[config.mk]
export PLATFORM = sky130hd
export DESIGN_NAME = low_power_mode_controller
export DESIGN_NICKNAME = d
export VERILOG_FILES = /design/src/design/lpm_pkg.sv /design/src/design/low_power_mode_controller.sv
export SDC_FILE = /design/constraint.sdc
export NUM_CORES = 1
export LEC_CHECK = 0
export BUFFER_PORTS_ARGS = -buffer_cell sky130_fd_sc_hd__buf_4
export CAP_MARGIN = 40
export CORE_MARGIN = 8
export CORE_UTILIZATION = 54
export CTS_CLUSTER_SIZE = 30
export DETAILED_ROUTE_END_ITERATION = 8
export HOLD_SLACK_MARGIN = 0.15
export PLACE_DENSITY_LB_ADDON = 0.05
export REMOVE_ABC_BUFFERS = 1
export SLEW_MARGIN = 20
export SYNTH_ARGS = -nofsm -noshare
export SYNTH_HDL_FRONTEND = slang
export SYNTH_SLANG_ARGS = --single-unit
[constraint.sdc]
create_clock -name aclk -period 5.23 [get_ports aclk]
set_clock_uncertainty 0.1 [all_clocks]
set_input_delay 0.7845 -clock aclk [delete_from_list [all_inputs] [get_ports aclk]]
set_output_delay 0.7845 -clock aclk [all_outputs]
set_load 0.01 [all_outputs]
[src/design/lpm_pkg.sv]
// Constants and types shared by the low-power mode controller
package lpm_pkg;

    // ==============================================================
    // Register map (byte offsets) and field positions
    localparam logic [3:0] OFS_CTRL = 4'h0;
    localparam logic [3:0] OFS_TMR_A_MODE = 4'h4;
    localparam logic [3:0] OFS_CLK_SEL = 4'h8;
    localparam logic [3:0] OFS_STATUS = 4'hc;
    localparam int LOW_SPEED_BIT = 0;
    localparam int DIRECT_XFER_BIT = 3;
    localparam int WATCH_SEL_BIT = 3;
    localparam int SUBCLK_HALT_BIT = 3;
    localparam int RAM_VALID_BIT = 3;
    localparam logic [1:0] RESP_OKAY = 2'h0;
    localparam logic [1:0] RESP_SLVERR = 2'h2;

    // ==============================================================
    // Operating modes
    typedef enum logic [2:0] {
        MODE_ACTIVE = 3'b000,
        MODE_STANDBY = 3'b001,
        MODE_STOP = 3'b010,
        MODE_WATCH = 3'b011,
        MODE_SUBACTIVE = 3'b100
    } mode_t;

    // ==============================================================
    // Timing
    localparam int CLK_PERIOD_NS = 10;
    localparam int OSC_SETTLE_NS = 2000;
    localparam int SETTLE_CYCLES =
        (OSC_SETTLE_NS + CLK_PERIOD_NS - 1) / CLK_PERIOD_NS;
    localparam logic [1:0] EXT_WAKE_FRAMES = 2'h2;
    localparam logic [1:0] DIRECT_WAKE_FRAMES = 2'h1;

endpackage : lpm_pkg

[src/design/low_power_mode_controller.sv]
// Operating-mode controller with AXI4-Lite register access
//
// How it works
// - Active mode runs every function from the main oscillator.
// - Standby instruction in active mode enters standby.
// - Standby keeps both oscillators, stops CPU clock, holds state and outputs.
// - Standby keeps interrupts, timers, serial channels and A/D running.
// - Interrupt ends standby; resume at the next instruction in active.
// - After wake, interrupt serviced if master enable set, else pending.
// - Reset ending standby performs a full reset.
// - Halt in active with watch select clear enters stop.
// - Stop halts main oscillator; sub oscillator halts if its halt bit set.
// - Stop holds CPU, timers, serial, A/D and I/O in reset.
// - Stop floats every output pin.
// - Stop exit keeps RAM; CPU working registers become invalid.
// - Watch entered by halt with watch select, or halt/standby in subactive.
// - Watch runs timer A on sub clock and external-clock serial shift; others stop, state held.
// - Watch: external-clock serial still shifts but raises no interrupt.
// - Timer A or external interrupt ends watch; low speed flag picks target.
// - Watch wake: settle (to active only) after timer A; two frames plus that settle after ext.
// - Subactive runs on sub clock, main oscillator off, A/D stopped.
// - Subactive exists only when the build option enables it.
// - Direct transfer: halt/standby in subactive goes straight to active.
// - Standby/watch hold port outputs; stop floats them.
// - Direct transfer selected by low speed clear and direct flag set.
// - Direct flag writable to one only in subactive, cleared in active.
// - Stop exit by release sets RAM-valid, by reset clears it.
// - Pending unmasked interrupt with master enable clear cancels halt/standby.
//
// The register offsets and the AXI4-Lite slave port were decided locally.
`timescale 1ns/1ps
`default_nettype none

module low_power_mode_controller
    import lpm_pkg::*;
#(
    parameter int ADDR_W = 8,
    parameter bit SUBACTIVE_EN = 1'b1,
    parameter int SETTLE_CYC = SETTLE_CYCLES
) (
    input wire logic aclk,
    input wire logic aresetn,
    input wire logic [ADDR_W-1:0] s_axi_awaddr,
    input wire logic s_axi_awvalid,
    output logic s_axi_awready,
    input wire logic [31:0] s_axi_wdata,
    input wire logic [3:0] s_axi_wstrb,
    input wire logic s_axi_wvalid,
    output logic s_axi_wready,
    output logic [1:0] s_axi_bresp,
    output logic s_axi_bvalid,
    input wire logic s_axi_bready,
    input wire logic [ADDR_W-1:0] s_axi_araddr,
    input wire logic s_axi_arvalid,
    output logic s_axi_arready,
    output logic [31:0] s_axi_rdata,
    output logic [1:0] s_axi_rresp,
    output logic s_axi_rvalid,
    input wire logic s_axi_rready,
    input wire logic halt_op,
    input wire logic standby_op,
    input wire logic irq_pending,
    input wire logic int_master_enable,
    input wire logic timer_a_irq,
    input wire logic first_ext_interrupt,
    input wire logic frame_tick,
    input wire logic halt_release_input_n,
    output logic [2:0] mode_q,
    output logic main_osc_en_q,
    output logic sub_osc_en_q,
    output logic cpu_clk_en_q,
    output logic cpu_on_sub_clk_q,
    output logic cpu_reset_q,
    output logic timer_a_run_q,
    output logic timer_bcd_run_q,
    output logic serial_run_q,
    output logic serial_ext_shift_q,
    output logic serial_irq_en_q,
    output logic adc_run_q,
    output logic periph_reset_q,
    output logic io_hold_q,
    output logic io_hiz_q,
    output logic resume_next_q,
    output logic service_irq_q,
    output logic restart_q,
    output logic ram_valid_q
);

    // ==============================================================
    // Elaboration checks; refuse sizes the counters cannot serve
    if (SETTLE_CYC < 1 || SETTLE_CYC > 65535)
    begin : g_bad_settle
        $error("SETTLE_CYC out of range");
    end
    if (ADDR_W < 4 || ADDR_W > 32)
    begin : g_bad_addr
        $error("ADDR_W out of range");
    end

    localparam logic [15:0] SETTLE = 16'(SETTLE_CYC);

    mode_t state_q;
    mode_t mode_d;
    mode_t wake_tgt_q;
    mode_t tgt_d;
    logic low_speed_q;
    logic dtf_q;
    logic watch_sel_q;
    logic subclk_halt_q;
    logic hr_s1_q;
    logic hr_s2_q;
    logic [15:0] hr_cnt_q;
    logic wake_q;
    logic [1:0] frames_q;
    logic [15:0] settle_q;
    logic start_wake;
    logic [1:0] start_frames;
    logic [15:0] start_settle;
    logic wake_done;
    logic cancel_op;
    logic resume_d;
    logic restart_d;
    logic warm_d;
    logic [ADDR_W-1:0] awaddr_q;
    logic [31:0] wdata_q;
    logic [3:0] wstrb_q;
    logic wr_go;
    logic wr_hit;
    logic rd_hit;
    logic [31:0] rd_word;

    // ==============================================================
    // Halt-release pin synchroniser
    always_ff @(posedge aclk)
    begin
        if (!aresetn)
        begin
            hr_s1_q <= 1'b1;
            hr_s2_q <= 1'b1;
        end
        else
        begin
            hr_s1_q <= halt_release_input_n;
            hr_s2_q <= hr_s1_q;
        end
    end

    // Release must stay low a full settle time; ignored outside stop
    always_ff @(posedge aclk)
    begin
        if (!aresetn || state_q != MODE_STOP || hr_s2_q)
            hr_cnt_q <= 16'h0000;
        else if (hr_cnt_q != SETTLE)
            hr_cnt_q <= hr_cnt_q + 16'h0001;
    end

    // ==============================================================
    // Mode transitions
    assign cancel_op = irq_pending && !int_master_enable;
    assign wake_done = wake_q && frames_q == 2'h0 && settle_q == 16'h0000;

    always_comb
    begin
        mode_d = state_q;
        tgt_d = wake_tgt_q;
        start_wake = 1'b0;
        start_frames = 2'h0;
        start_settle = 16'h0000;
        resume_d = 1'b0;
        restart_d = 1'b0;
        case (state_q)
            MODE_ACTIVE:
            begin
                if (!cancel_op && standby_op)
                    mode_d = MODE_STANDBY;
                else if (!cancel_op && halt_op)
                    mode_d = watch_sel_q ? MODE_WATCH : MODE_STOP;
            end
            MODE_STANDBY:
            begin
                if (irq_pending)
                begin
                    mode_d = MODE_ACTIVE;
                    resume_d = 1'b1;
                end
            end
            MODE_STOP:
            begin
                if (hr_cnt_q == SETTLE)
                begin
                    mode_d = MODE_ACTIVE;
                    restart_d = 1'b1;
                end
            end
            MODE_WATCH:
            begin
                if (wake_done)
                begin
                    mode_d = wake_tgt_q;
                    resume_d = 1'b1;
                end
                else if (!wake_q && (timer_a_irq || first_ext_interrupt))
                begin
                    start_wake = 1'b1;
                    tgt_d = (low_speed_q && SUBACTIVE_EN) ?
                        MODE_SUBACTIVE : MODE_ACTIVE;
                    // Timer A wins a tie: it is frame aligned already
                    start_frames = timer_a_irq ? 2'h0 : EXT_WAKE_FRAMES;
                    start_settle = (tgt_d == MODE_ACTIVE) ?
                        SETTLE : 16'h0000;
                end
            end
            MODE_SUBACTIVE:
            begin
                if (wake_done)
                begin
                    mode_d = MODE_ACTIVE;
                    resume_d = 1'b1;
                end
                else if (!wake_q && !cancel_op && (halt_op || standby_op))
                begin
                    if (!low_speed_q && dtf_q)
                    begin
                        start_wake = 1'b1;
                        tgt_d = MODE_ACTIVE;
                        start_frames = DIRECT_WAKE_FRAMES;
                        start_settle = SETTLE;
                    end
                    else
                        mode_d = MODE_WATCH;
                end
            end
            default:
                mode_d = MODE_ACTIVE;
        endcase
    end

    // Mode register; reset always lands in active
    always_ff @(posedge aclk)
    begin
        if (!aresetn)
            state_q <= MODE_ACTIVE;
        else
            state_q <= mode_d;
    end

    // ==============================================================
    // Wake-up timer: frames first, then oscillator settling
    always_ff @(posedge aclk)
    begin
        if (!aresetn)
        begin
            wake_q <= 1'b0;
            frames_q <= 2'h0;
            settle_q <= 16'h0000;
            wake_tgt_q <= MODE_ACTIVE;
        end
        else if (start_wake)
        begin
            wake_q <= 1'b1;
            frames_q <= start_frames;
            settle_q <= start_settle;
            wake_tgt_q <= tgt_d;
        end
        else if (wake_done)
            wake_q <= 1'b0;
        else if (wake_q && frames_q != 2'h0)
        begin
            if (frame_tick)
                frames_q <= frames_q - 2'h1;
        end
        else if (wake_q)
            settle_q <= settle_q - 16'h0001;
    end

    // ==============================================================
    // Per-mode enables, registered from the next mode
    assign warm_d = wake_q && frames_q == 2'h0 &&
        wake_tgt_q == MODE_ACTIVE;

    always_ff @(posedge aclk)
    begin
        if (!aresetn)
        begin
            main_osc_en_q <= 1'b1;
            sub_osc_en_q <= 1'b1;
            cpu_clk_en_q <= 1'b1;
            cpu_on_sub_clk_q <= 1'b0;
            cpu_reset_q <= 1'b0;
            timer_a_run_q <= 1'b1;
            timer_bcd_run_q <= 1'b1;
            serial_run_q <= 1'b1;
            serial_ext_shift_q <= 1'b1;
            serial_irq_en_q <= 1'b1;
            adc_run_q <= 1'b1;
            periph_reset_q <= 1'b0;
            io_hold_q <= 1'b0;
            io_hiz_q <= 1'b0;
            mode_q <= MODE_ACTIVE;
        end
        else
        begin
            mode_q <= mode_d;
            main_osc_en_q <= mode_d == MODE_ACTIVE ||
                mode_d == MODE_STANDBY || warm_d;
            sub_osc_en_q <= !(mode_d == MODE_STOP && subclk_halt_q);
            cpu_clk_en_q <= mode_d == MODE_ACTIVE ||
                mode_d == MODE_SUBACTIVE;
            cpu_on_sub_clk_q <= mode_d == MODE_SUBACTIVE;
            cpu_reset_q <= mode_d == MODE_STOP;
            timer_a_run_q <= mode_d != MODE_STOP;
            timer_bcd_run_q <= mode_d != MODE_STOP &&
                mode_d != MODE_WATCH;
            serial_run_q <= mode_d != MODE_STOP &&
                mode_d != MODE_WATCH;
            serial_ext_shift_q <= mode_d != MODE_STOP;
            serial_irq_en_q <= mode_d != MODE_STOP &&
                mode_d != MODE_WATCH;
            adc_run_q <= mode_d == MODE_ACTIVE ||
                mode_d == MODE_STANDBY;
            periph_reset_q <= mode_d == MODE_STOP;
            io_hold_q <= mode_d == MODE_STANDBY ||
                mode_d == MODE_WATCH;
            io_hiz_q <= mode_d == MODE_STOP;
        end
    end

    // Wake pulses; the CPU decides how to use them
    always_ff @(posedge aclk)
    begin
        if (!aresetn)
        begin
            resume_next_q <= 1'b0;
            service_irq_q <= 1'b0;
            restart_q <= 1'b0;
        end
        else
        begin
            resume_next_q <= resume_d;
            service_irq_q <= resume_d && int_master_enable;
            restart_q <= restart_d;
        end
    end

    // RAM-valid: reset clears, release exit sets
    always_ff @(posedge aclk)
    begin
        if (!aresetn)
            ram_valid_q <= 1'b0;
        else if (restart_d)
            ram_valid_q <= 1'b1;
    end

    // ==============================================================
    // AXI4-Lite write path: address and data taken in either order
    assign wr_go = !s_axi_awready && !s_axi_wready && !s_axi_bvalid;
    assign wr_hit = awaddr_q[ADDR_W-1:4] == '0;

    always_ff @(posedge aclk)
    begin
        if (!aresetn)
        begin
            s_axi_awready <= 1'b1;
            s_axi_wready <= 1'b1;
            s_axi_bvalid <= 1'b0;
            s_axi_bresp <= RESP_OKAY;
            awaddr_q <= '0;
            wdata_q <= 32'h00000000;
            wstrb_q <= 4'h0;
        end
        else
        begin
            if (s_axi_awvalid && s_axi_awready)
            begin
                awaddr_q <= s_axi_awaddr;
                s_axi_awready <= 1'b0;
            end
            if (s_axi_wvalid && s_axi_wready)
            begin
                wdata_q <= s_axi_wdata;
                wstrb_q <= s_axi_wstrb;
                s_axi_wready <= 1'b0;
            end
            if (wr_go)
            begin
                s_axi_bvalid <= 1'b1;
                s_axi_bresp <= wr_hit ? RESP_OKAY : RESP_SLVERR;
            end
            if (s_axi_bvalid && s_axi_bready)
            begin
                s_axi_bvalid <= 1'b0;
                s_axi_awready <= 1'b1;
                s_axi_wready <= 1'b1;
            end
        end
    end

    // Control fields; only byte lane 0 carries bits
    always_ff @(posedge aclk)
    begin
        if (!aresetn)
        begin
            low_speed_q <= 1'b0;
            watch_sel_q <= 1'b0;
            subclk_halt_q <= 1'b0;
        end
        else if (wr_go && wr_hit && wstrb_q[0])
        begin
            if (awaddr_q[3:0] == OFS_CTRL)
                low_speed_q <= wdata_q[LOW_SPEED_BIT];
            if (awaddr_q[3:0] == OFS_TMR_A_MODE)
                watch_sel_q <= wdata_q[WATCH_SEL_BIT];
            if (awaddr_q[3:0] == OFS_CLK_SEL)
                subclk_halt_q <= wdata_q[SUBCLK_HALT_BIT];
        end
    end

    // Direct flag: a one sticks only in subactive, active wipes it
    always_ff @(posedge aclk)
    begin
        if (!aresetn || state_q == MODE_ACTIVE)
            dtf_q <= 1'b0;
        else if (wr_go && wr_hit && wstrb_q[0] &&
                 awaddr_q[3:0] == OFS_CTRL)
            dtf_q <= wdata_q[DIRECT_XFER_BIT] &&
                state_q == MODE_SUBACTIVE;
    end

    // ==============================================================
    // AXI4-Lite read path, one cycle to answer
    assign rd_hit = s_axi_araddr[ADDR_W-1:4] == '0;

    always_comb
    begin
        rd_word = 32'h00000000;
        case (s_axi_araddr[3:0])
            OFS_CTRL:
            begin
                rd_word[LOW_SPEED_BIT] = low_speed_q;
                rd_word[DIRECT_XFER_BIT] = dtf_q;
            end
            OFS_TMR_A_MODE:
                rd_word[WATCH_SEL_BIT] = watch_sel_q;
            OFS_CLK_SEL:
                rd_word[SUBCLK_HALT_BIT] = subclk_halt_q;
            OFS_STATUS:
            begin
                rd_word[2:0] = state_q;
                rd_word[RAM_VALID_BIT] = ram_valid_q;
            end
            default:
                rd_word = 32'h00000000;
        endcase
    end

    always_ff @(posedge aclk)
    begin
        if (!aresetn)
        begin
            s_axi_arready <= 1'b1;
            s_axi_rvalid <= 1'b0;
            s_axi_rdata <= 32'h00000000;
            s_axi_rresp <= RESP_OKAY;
        end
        else if (s_axi_arvalid && s_axi_arready)
        begin
            s_axi_arready <= 1'b0;
            s_axi_rvalid <= 1'b1;
            s_axi_rdata <= rd_hit ? rd_word : 32'h00000000;
            s_axi_rresp <= rd_hit ? RESP_OKAY : RESP_SLVERR;
        end
        else if (s_axi_rvalid && s_axi_rready)
        begin
            s_axi_rvalid <= 1'b0;
            s_axi_arready <= 1'b1;
        end
    end
endmodule : low_power_mode_controller

`default_nettype wire

==> impl_metrics.ini, run 1 <==
[placement]
place_ws_ns = 2.53
place_inst = 566
dp_hpwl_um = 6350
place.gp.congestion = 0.899
numPortBuffers = 65

[sta]
finalHoldViolCount = 0
slew-limit-headroom_pct = 50.1
setup_viol = 0
fin_tns_setup_ns = 0
finalCriticalPeriod_ns = 2.60
worstMarginPinSlew_ns = 0.730
fmax_mhz = 384
min_period_over_period_pct = 49.7
setup_ws_ns = 2.63
finalMaxSlewViolations = 0
rsz0062_at_grt = no

[synth]
synth_seq_cells = 80
yosys_warnings = 0
synthCells = 440
synth_top_cell_by_area = dfxtp_1
ys_types = 58
synth.most_common_cell = dfxtp_1
synth.avg_cell_area_um2 = 8.55
synth_ff_type = dfxtp_1
synth_common_cells = dfxtp_1, nor2_1, a21oi_1, buf_4, nand2_1
netlist_area_mm2 = 0.00376
seq_area_frac_synth_pct = 42.6
synthArstFlopShare_pct = 0
synth_top_cell_area_share_pct = 42.6
synth_enable_flop_cells = 0
synth.area.top_cells = dfxtp_1, buf_4, nor2_1

[die]
io-pin-count = 129
core_mm2 = 0.00676
die_area_mm2 = 0.00989
die_w_um = 99.4
rows = 30
initial_utilization_pct = 55.6
die_h_um = 99.4

[final_layout]
antenna_cells = 0
fin_cells = 581
syn_to_final_growth_pct = 15.1
nets = 569
drive_gt1_share_pct = 18.0
fin_util_pct = 64.1

[power_and_ir_drop]
combPwrFrac_pct = 11.6
pwr-share-clk_pct = 35.8
power.density_mw_per_mm2 = 283
p_total_w = 0.00123
p_sw_share_pct = 26.2
pwr-share-seq_pct = 52.6
leakage_nw = 1.73
netSwitchingPower_w = 0.000321
p_int_w = 0.000906
ir_worst_vdd_uv = 196

[grt]
grt_max_degree = 30
grt_first_pass_wirelength_um = 13900
overflow = 0
antenna_found_initial = 0
track_usage_pct = 17.0
grt_pass1_vias = 2988

[worst_setup_path]
required_ns = 5.32
path_cells = inv_1 > ha_1 > nor4b_1 > nand3_1 > nor4_1 > or2_2 > o221ai_1
cpPeakStageDelay_ns = 0.59
cp-end-kind = flop
worstSetupPathType = flop to flop
startpoint_type = flop
slowest_stage = nor4_1
crit_fanout = 10
arrival_ns = 2.70

[detailed_routing]
vias_per_cell = 5.37
via_count = 3118
antenna_left = 0
drt-total-wl_um = 8430
wl_per_cell_um = 14.5
dr.pass1.iters = 4
drtIter0Drc = 108
drc = 0

[clocking]
numCtsBuffers = 9
post_cts_buffers = 0
h-tree-depth = 3
cts_tree = done
cts-hold-fix-buffers = 0
clockRootBuffer = clkbuf_8
cts-resized-gates = 0
cts_buffer_depth = 2
path_clk_slew_ns = 0.08
clock_sinks = 80
clock_latency_ns = 0.35

[run_status]
status = finished clean

[flow_run]
cap_violations = 0

[worst_hold_path]
min_path_type = flop to flop
flip-flops by register name, indices dropped and copies added, names as in the netlist, 2 cells and up:
name / flops
wdata_q: 2
hr_cnt_q: 16
awaddr_q: 8
mode_q: 3
s_axi_rdata: 4
settle_q: 16
frames_q: 2
kinds of logic (layout without fill, tap and decap cells):
| family | count (synthesis) | after routing | share of synthesized area, % |
|---|---|---|---|
| compound gates | 76 | 76 | 13.0 |
| xor+xnor | 26 | 26 | 6.06 |
| fa+ha+maj | 5 | 5 | 1.66 |
| buf+inv | 67 | 99 | 10.3 |
| flops | 80 | 80 | 42.6 |
| mux | 4 | 4 | 1.06 |
| other cells | 1 | 30 | 0.0997 |
| simple gates | 181 | 181 | 25.2 |
metrics by stage:
step,hold WS (ns),cell area (um^2)
CTS,0.315,4330
detailed placement,0.299,4140
floorplan,0.271,3550
global placement,0.293,4140
finish,0.310,4330
global route,0.345,4330
worst paths after layout:
| kind | cells past startpoint | end | startpoint | slack [ns] |
|---|---|---|---|---|
| hold reg to reg | 1 | sub_osc_en_q | subclk_halt_q | 0.31 |
| setup / recovery | 7 | main_osc_en_q | settle_q[0] | 2.63 |
| hold / removal | 1 | sub_osc_en_q | subclk_halt_q | 0.31 |
| setup reg to reg | 7 | main_osc_en_q | settle_q[0] | 2.63 |
critical path: cells and delay by family (launching register included):
kind,cells,cell delay [ns]
AOI/OAI and AO/OA,1,0.10
adders and majority gates,1,0.15
and+or+nand+nor,4,1.64
DFF,1,0.36
buffers and inverters,1,0.10
power by group through the flow:
stage / logic, W / clock network [W] / registers [W]
detailed placement: 0.000141 / 0 / 0.000659
global placement: 0.000139 / 0 / 0.000658
finish: 0.000142 / 0.000440 / 0.000645
floorplan: 0.0000730 / 0 / 0.000662
global route: 0.000156 / 0.000478 / 0.000649
CTS: 0.000142 / 0.000449 / 0.000645
area by class of cell:
cell class                 count  area [um^2]
clock inverter                 6         61.3
timing repair buffer          66          495
clock buffer                   9          124
inverter                      18         67.6
multi-input combinational    322         1880
sequential                    80         1600
tap                           80          100
fill                         599         2430
metal layers:
metal	GRT usage, %	up-vias	routed length (um)	part of all wire (%)
li1	-	1573	-	-
met1	21.1	1451	3840	46
met2	27.4	83	3980	47
met3	4.68	11	489	5.8
met4	6.40	0	121	1.4
met5	0	-	0	0
cells in the final DEF (no fill, tap or decap), types with 4 or more instances in the layout:
| cell | instances |
|---|---|
| a211oi_1 | 5 |
| a21oi_1 | 35 |
| a22oi_1 | 5 |
| and2_1 | 5 |
| buf_4 | 66 |
| clkbuf_8 | 9 |
| conb_1 | 30 |
| dfxtp_1 | 80 |
| ha_1 | 5 |
| inv_1 | 17 |
| mux2i_1 | 4 |
| nand2_1 | 32 |
| nand2b_1 | 6 |
| nand3_1 | 24 |
| nand3b_1 | 4 |
| nand4_1 | 7 |
| nor2_1 | 50 |
| nor2b_1 | 4 |
| nor3_1 | 10 |
| nor4_1 | 9 |
| o21ai_0 | 7 |
| or3_1 | 5 |
| xnor2_1 | 12 |
| xor2_1 | 14 |
(Power assumes the default switching activity.)
==> run 2: changes to the inputs <==
--- a/config.mk
+++ b/config.mk
@@ -5,10 +5,11 @@
 export SDC_FILE = /design/constraint.sdc
 export NUM_CORES = 1
 export LEC_CHECK = 0
+export ABC_AREA = 1
 export BUFFER_PORTS_ARGS = -buffer_cell sky130_fd_sc_hd__buf_4
 export CAP_MARGIN = 40
 export CORE_MARGIN = 8
-export CORE_UTILIZATION = 54
+export CORE_UTILIZATION = 51
 export CTS_CLUSTER_SIZE = 30
 export DETAILED_ROUTE_END_ITERATION = 8
 export HOLD_SLACK_MARGIN = 0.15
==> constraint.sdc (replaced) <==
create_clock -name aclk -period 2.5 [get_ports aclk]
set_clock_uncertainty 0.1 [all_clocks]
set_input_delay 0.375 -clock aclk [delete_from_list [all_inputs] [get_ports aclk]]
set_output_delay 0.375 -clock aclk [all_outputs]
set_load 0.01 [all_outputs]
==> impl_metrics.ini, run 2 <==
[run_status]
status = finished clean

[clocking]
cts_tree = done
numCtsBuffers = 9
path_clk_slew_ns = 0.10
clockRootBuffer = clkbuf_8
clock_sinks = 80
clock_latency_ns = 0.36
h-tree-depth = 3
cts_buffer_depth = 2

[flow_run]
cap_violations = 0

[grt]
grt.met1_usage_pct = 19.1
overflow = 0
grt.met2_usage_pct = 29.6
track_usage_pct = 17.0
grt_util_met3_pct = 6.39
grt_pass1_vias = 3747
antenna_found_initial = 0
grt_max_degree = 28
grt_first_pass_wirelength_um = 16100
top_usage_layer = met2

[synth]
synth.avg_cell_area_um2 = 7.01
seq_area_frac_synth_pct = 39.5
synth_top_cell_area_share_pct = 39.5
synth_top_family_by_area = simple AND/OR/NAND/NOR gates
yosys_warnings = 0
ys_types = 35
synth_common_cells = nand2_1, dfxtp_1, nor2_1
synthCells = 579
synth_enable_flop_cells = 0
synth-simple-area-share_pct = 31.7
synth_adder_area_share_pct = 1.54
synth.most_common_cell = nand2_1
synthArstFlopShare_pct = 0
synth.area.top_cells = dfxtp_1, nand2_1, buf_4
synth_compound_area_share_pct = 11.1
synth_top_cell_by_area = dfxtp_1
synthMuxAreaShare_pct = 0
synth-xor-area-share_pct = 1.29
netlist_area_mm2 = 0.00406
synth_ff_type = dfxtp_1
synth_seq_cells = 80

[detailed_routing]
wl_per_cell_um = 12.2
via_count = 3670
drc = 0
antenna_left = 0
dr.pass1.iters = 4
vias_per_cell = 4.87
drt-total-wl_um = 9210
drtIter0Drc = 92

[die]
core_mm2 = 0.00773
rows = 32
initial_utilization_pct = 52.5
die_w_um = 105
io-pin-count = 129
die_area_mm2 = 0.0111
die_h_um = 105

[final_layout]
drive_gt1_share_pct = 18.6
biggestRegsByFlops = hr_cnt_q: 16 flops, settle_q: 16 flops, awaddr_q: 8 flops
nets = 718
fin_cells = 753
final_common_cell = nand2_1
antenna_cells = 0
mostFrequentLayoutCells = nand2_1, dfxtp_1, nor2_1, inv_1, buf_4
syn_to_final_growth_pct = 16.3

[worst_setup_path]
startpoint_type = flop
worstSetupPathType = flop to flop
crit_fanout = 14
r2r_start = frames_q[0]
rrSetupSlack_ns = 0.71
crit_start = frames_q[0]
r2r_end = settle_q[7]
r2r_cells = 11
cp-end-kind = flop
arrival_ns = 1.95
required_ns = 2.65

[sta]
finalHoldViolCount = 0
fmax_mhz = 557
rsz0062_at_grt = no
worstMarginPinSlew_ns = 0.487
timing.hold.ws_ns = 0.162
min_period_over_period_pct = 71.8
slew-limit-headroom_pct = 67.2
fin_tns_setup_ns = 0
finalCriticalPeriod_ns = 1.79
finalMaxSlewViolations = 0
setup_viol = 0

[placement]
numPortBuffers = 65
place.gp.congestion = 0.824
place_inst = 734
dp_hpwl_um = 7080

[worst_hold_path]
min_path_type = input pin to flop
hold_start = s_axi_awaddr[3]
hold_depth = 3
whs_endpoint = awaddr_q[3]

[power_and_ir_drop]
power.density_mw_per_mm2 = 626
leakage_nw = 2.16
ir_worst_vdd_uv = 417
run 2: cell types whose count changed after synthesis, moves of 9 or more:
cell	before	now
nand3_1	24	50
nor2_2	0	10
xnor2_1	12	3
inv_1	17	68
a21oi_1	35	48
nor2_1	50	72
o21ai_0	7	33
xor2_1	14	3
nand2_1	32	99
run 2: per-stage QoR:
stage | setup WS [ns] | utilization, % | total power [W] | area (um^2)
floorplan | 0.885 | - | 0.00177 | 3840
global placement | 0.727 | 58.0 | 0.00195 | 4480
detailed placement | 0.698 | 58.0 | 0.00196 | 4480
CTS | 0.685 | 61.1 | 0.00298 | 4720
global route | 0.528 | 61.1 | 0.00311 | 4720
finish | 0.706 | 61.1 | 0.00296 | 4720
run 2: cell type report:
cell class,instances,area [um^2]
Clock buffer,9,124
Sequential cell,80,1600
Tap cell,102,128
Inverter,75,282
Timing Repair Buffer,71,541
Clock inverter,7,85.1
Multi-Input combinational cell,409,1960
Fill cell,752,3010
run 2: routing by layer:
| metal | part of all wire, % | vias up | wire (um) |
|---|---|---|---|
| met4 | 0.74 | 0 | 68 |
| met5 | 0 | - | 0 |
| met2 | 48 | 91 | 4390 |
| met1 | 45 | 1641 | 4100 |
| li1 | - | 1929 | - |
| met3 | 7.0 | 9 | 648 |
run 2: cells by family (layout without fill, tap and decap cells):
| group | Yosys count | count (layout) |
|---|---|---|
| fa+ha+maj | 5 | 5 |
| simple gates | 280 | 280 |
| buf+inv | 119 | 162 |
| other cells | 1 | 30 |
| xor+xnor | 6 | 6 |
| flops | 80 | 80 |
| compound gates | 88 | 88 |
run 2: critical path, stage by stage, from the launching register on:
cell	delay, ns
dfxtp_1	0.32
inv_1	0.07
ha_1	0.18
nand2_2	0.09
inv_2	0.11
nand3_1	0.09
nor2_2	0.12
nand2_2	0.10
nand2_4	0.17
nand2_2	0.12
o21ai_0	0.18
nor2_1	0.05
run 2: power by group:
| part | leakage [nW] | internal (W) | total (W) | switching, W |
|---|---|---|---|---|
| Clock | 0.100 | 0.000482 | 0.00101 | 0.000532 |
| Combinational | 1.40 | 0.000227 | 0.000559 | 0.000332 |
| Sequential | 0.652 | 0.00134 | 0.00138 | 0.0000462 |
run 2: worst max-delay path by stage:
stage / cells past startpoint / to / slack (ns)
global route: 9 / settle_q[7] / 0.53
floorplan: 9 / settle_q[6] / 0.88
detailed placement: 11 / settle_q[6] / 0.70
CTS: 11 / settle_q[7] / 0.69
global placement: 11 / settle_q[6] / 0.73
finish: 11 / settle_q[7] / 0.71
run 2: repair_timing:
item / 4_1_cts / 5_1_grt
endpoints found under the hold margin: 3 / 0
hold buffers: 3 / 0
gates resized for setup: 0 / 0
buffers inserted: 0 / 0
==> run 3: changes to the inputs <==
==> constraint.sdc (replaced) <==
create_clock -name aclk -period 1.7 [get_ports aclk]
set_clock_uncertainty 0.1 [all_clocks]
set_input_delay 0.255 -clock aclk [delete_from_list [all_inputs] [get_ports aclk]]
set_output_delay 0.255 -clock aclk [all_outputs]
set_load 0.01 [all_outputs]
==> impl_metrics.ini, run 3 (synthesis results as in run 2) <==
[clocking]
path_clk_slew_ns = 0.08
clockRootBuffer = clkbuf_8
h-tree-depth = 3
cts_tree = done
clock_sinks = 80
cts_buffer_depth = 2
clock_latency_ns = 0.35
numCtsBuffers = 9

[sta]
setup_viol = 0
finalMaxSlewViolations = 0
finalCriticalPeriod_ns = 1.61
slew-limit-headroom_pct = 67.2
setup_ws_ns = 0.0870
min_period_over_period_pct = 94.9
fmax_mhz = 620
finalHoldViolCount = 0
worstMarginPinSlew_ns = 0.488

[worst_setup_path]
crit_fanout = 3
r2r_start = settle_q[3]
worstSetupPathType = input pin to flop
rrSetupSlack_ns = 0.10
r2r_cells = 8
cp-end-kind = flop
r2r_end = settle_q[15]
required_ns = 1.84
startpoint_type = input pin
crit_start = s_axi_bready
arrival_ns = 1.75

[worst_hold_path]
hold_depth = 5
whs_endpoint = frames_q[1]
hold_start = timer_a_irq
min_path_type = input pin to flop

[final_layout]
syn_to_final_growth_pct = 29.0
biggestRegsByFlops = hr_cnt_q: 16 flops, settle_q: 16 flops, awaddr_q: 8 flops
antenna_cells = 0
final_common_cell = nand2_1
drive_gt1_share_pct = 26.4
fin_cells = 795
fin_util_pct = 67.8
design_area_mm2 = 0.00524
nets = 760
mostFrequentLayoutCells = nand2_1, buf_4, dfxtp_1, inv_1, nor2_1

[die]
initial_utilization_pct = 52.5
io-pin-count = 129
die_area_mm2 = 0.0111
rows = 32
core_mm2 = 0.00773
die_w_um = 105
die_h_um = 105

[flow_run]
cap_violations = 0

[grt]
grt_first_pass_wirelength_um = 16500
track_usage_pct = 17.7
antenna_found_initial = 0
overflow = 0
grt_max_degree = 28
grt_pass1_vias = 3795

[power_and_ir_drop]
leakage_nw = 2.37
power.density_mw_per_mm2 = 841
p_total_w = 0.00440
ir_worst_vdd_uv = 463

[detailed_routing]
via_count = 3895
drc = 0
drtIter0Drc = 129
dr.pass1.iters = 4
vias_per_cell = 4.90
drt-total-wl_um = 9910
antenna_left = 0
wl_per_cell_um = 12.5

[placement]
place.gp.congestion = 0.850
dp_hpwl_um = 7370
numPortBuffers = 65
placed_area_mm2 = 0.00463
place_ws_ns = -0.0546
place_inst = 754

[run_status]
status = finished clean
## run 3: cell types whose count changed in the layout (fill, tap and decap cells not counted), moves of 8 or more
cell | before | now
dlygate4sd3_1 | 3 | 21
dfxtp_1 | 80 | 71
buf_4 | 68 | 90
nand3_2 | 1 | 9
nand3_1 | 50 | 42
dfxtp_2 | 0 | 9
## run 3: worst max path at each step
stage	endpoint	slack (ns)	cells after the start
6_report	s_axi_awready	0.09	5
5_1_grt	settle_q[15]	-0.04	8
4_1_cts	settle_q[15]	0.002	11
3_5_place_dp	settle_q[7]	-0.05	11
3_3_place_gp	settle_q[3]	0.04	11
2_1_floorplan	settle_q[6]	0.08	9
## run 3: per-layer routing
metal	GRT usage (%)	wire, um	vias up
met1	20.8	4420	1780
li1	-	-	2011
met2	30.3	4810	92
met4	5.61	109	0
met3	5.30	562	12
met5	0	0	-
## run 3: critical path: stages
cell,delay [ns]
dlygate4sd3_1,0.54
buf_4,0.14
a21oi_2,0.15
o21ai_0,0.11
dlygate4sd3_1,0.56
## run 3: metrics by stage
step	TNS [ns]	hold slack (ns)
finish	0	0.189
global route	-0.192	0.195
CTS	0	0.158
detailed placement	-0.141	0.298
global placement	0	0.295
floorplan	0	0.224
## run 3: cell type report
class,instances,area [um^2]
flip-flops and latches,80,1610
inverters,75,284
multi-input cells,409,2110
repair buffers,113,908
clock inverters,4,51.3
clock buffers,12,145
fillers,663,2490
well taps,102,128
## run 3: what timing repair did
item / 4_1_cts / 5_1_grt
hold buffers: 21 / 0
pin swaps: 1 / 16
setup buffers: 1 / 3
resized for setup: 4 / 51
hold endpoints to repair: 22 / 0
endpoints found under the setup margin: 13 / 43
## run 3: where the power goes
group | internal [W] | total [W] | switching (W)
Combinational | 0.000416 | 0.000954 | 0.000539
Sequential | 0.00197 | 0.00203 | 0.0000678
Clock | 0.000724 | 0.00141 | 0.000689
Total | 0.00311 | 0.00440 | 0.00130
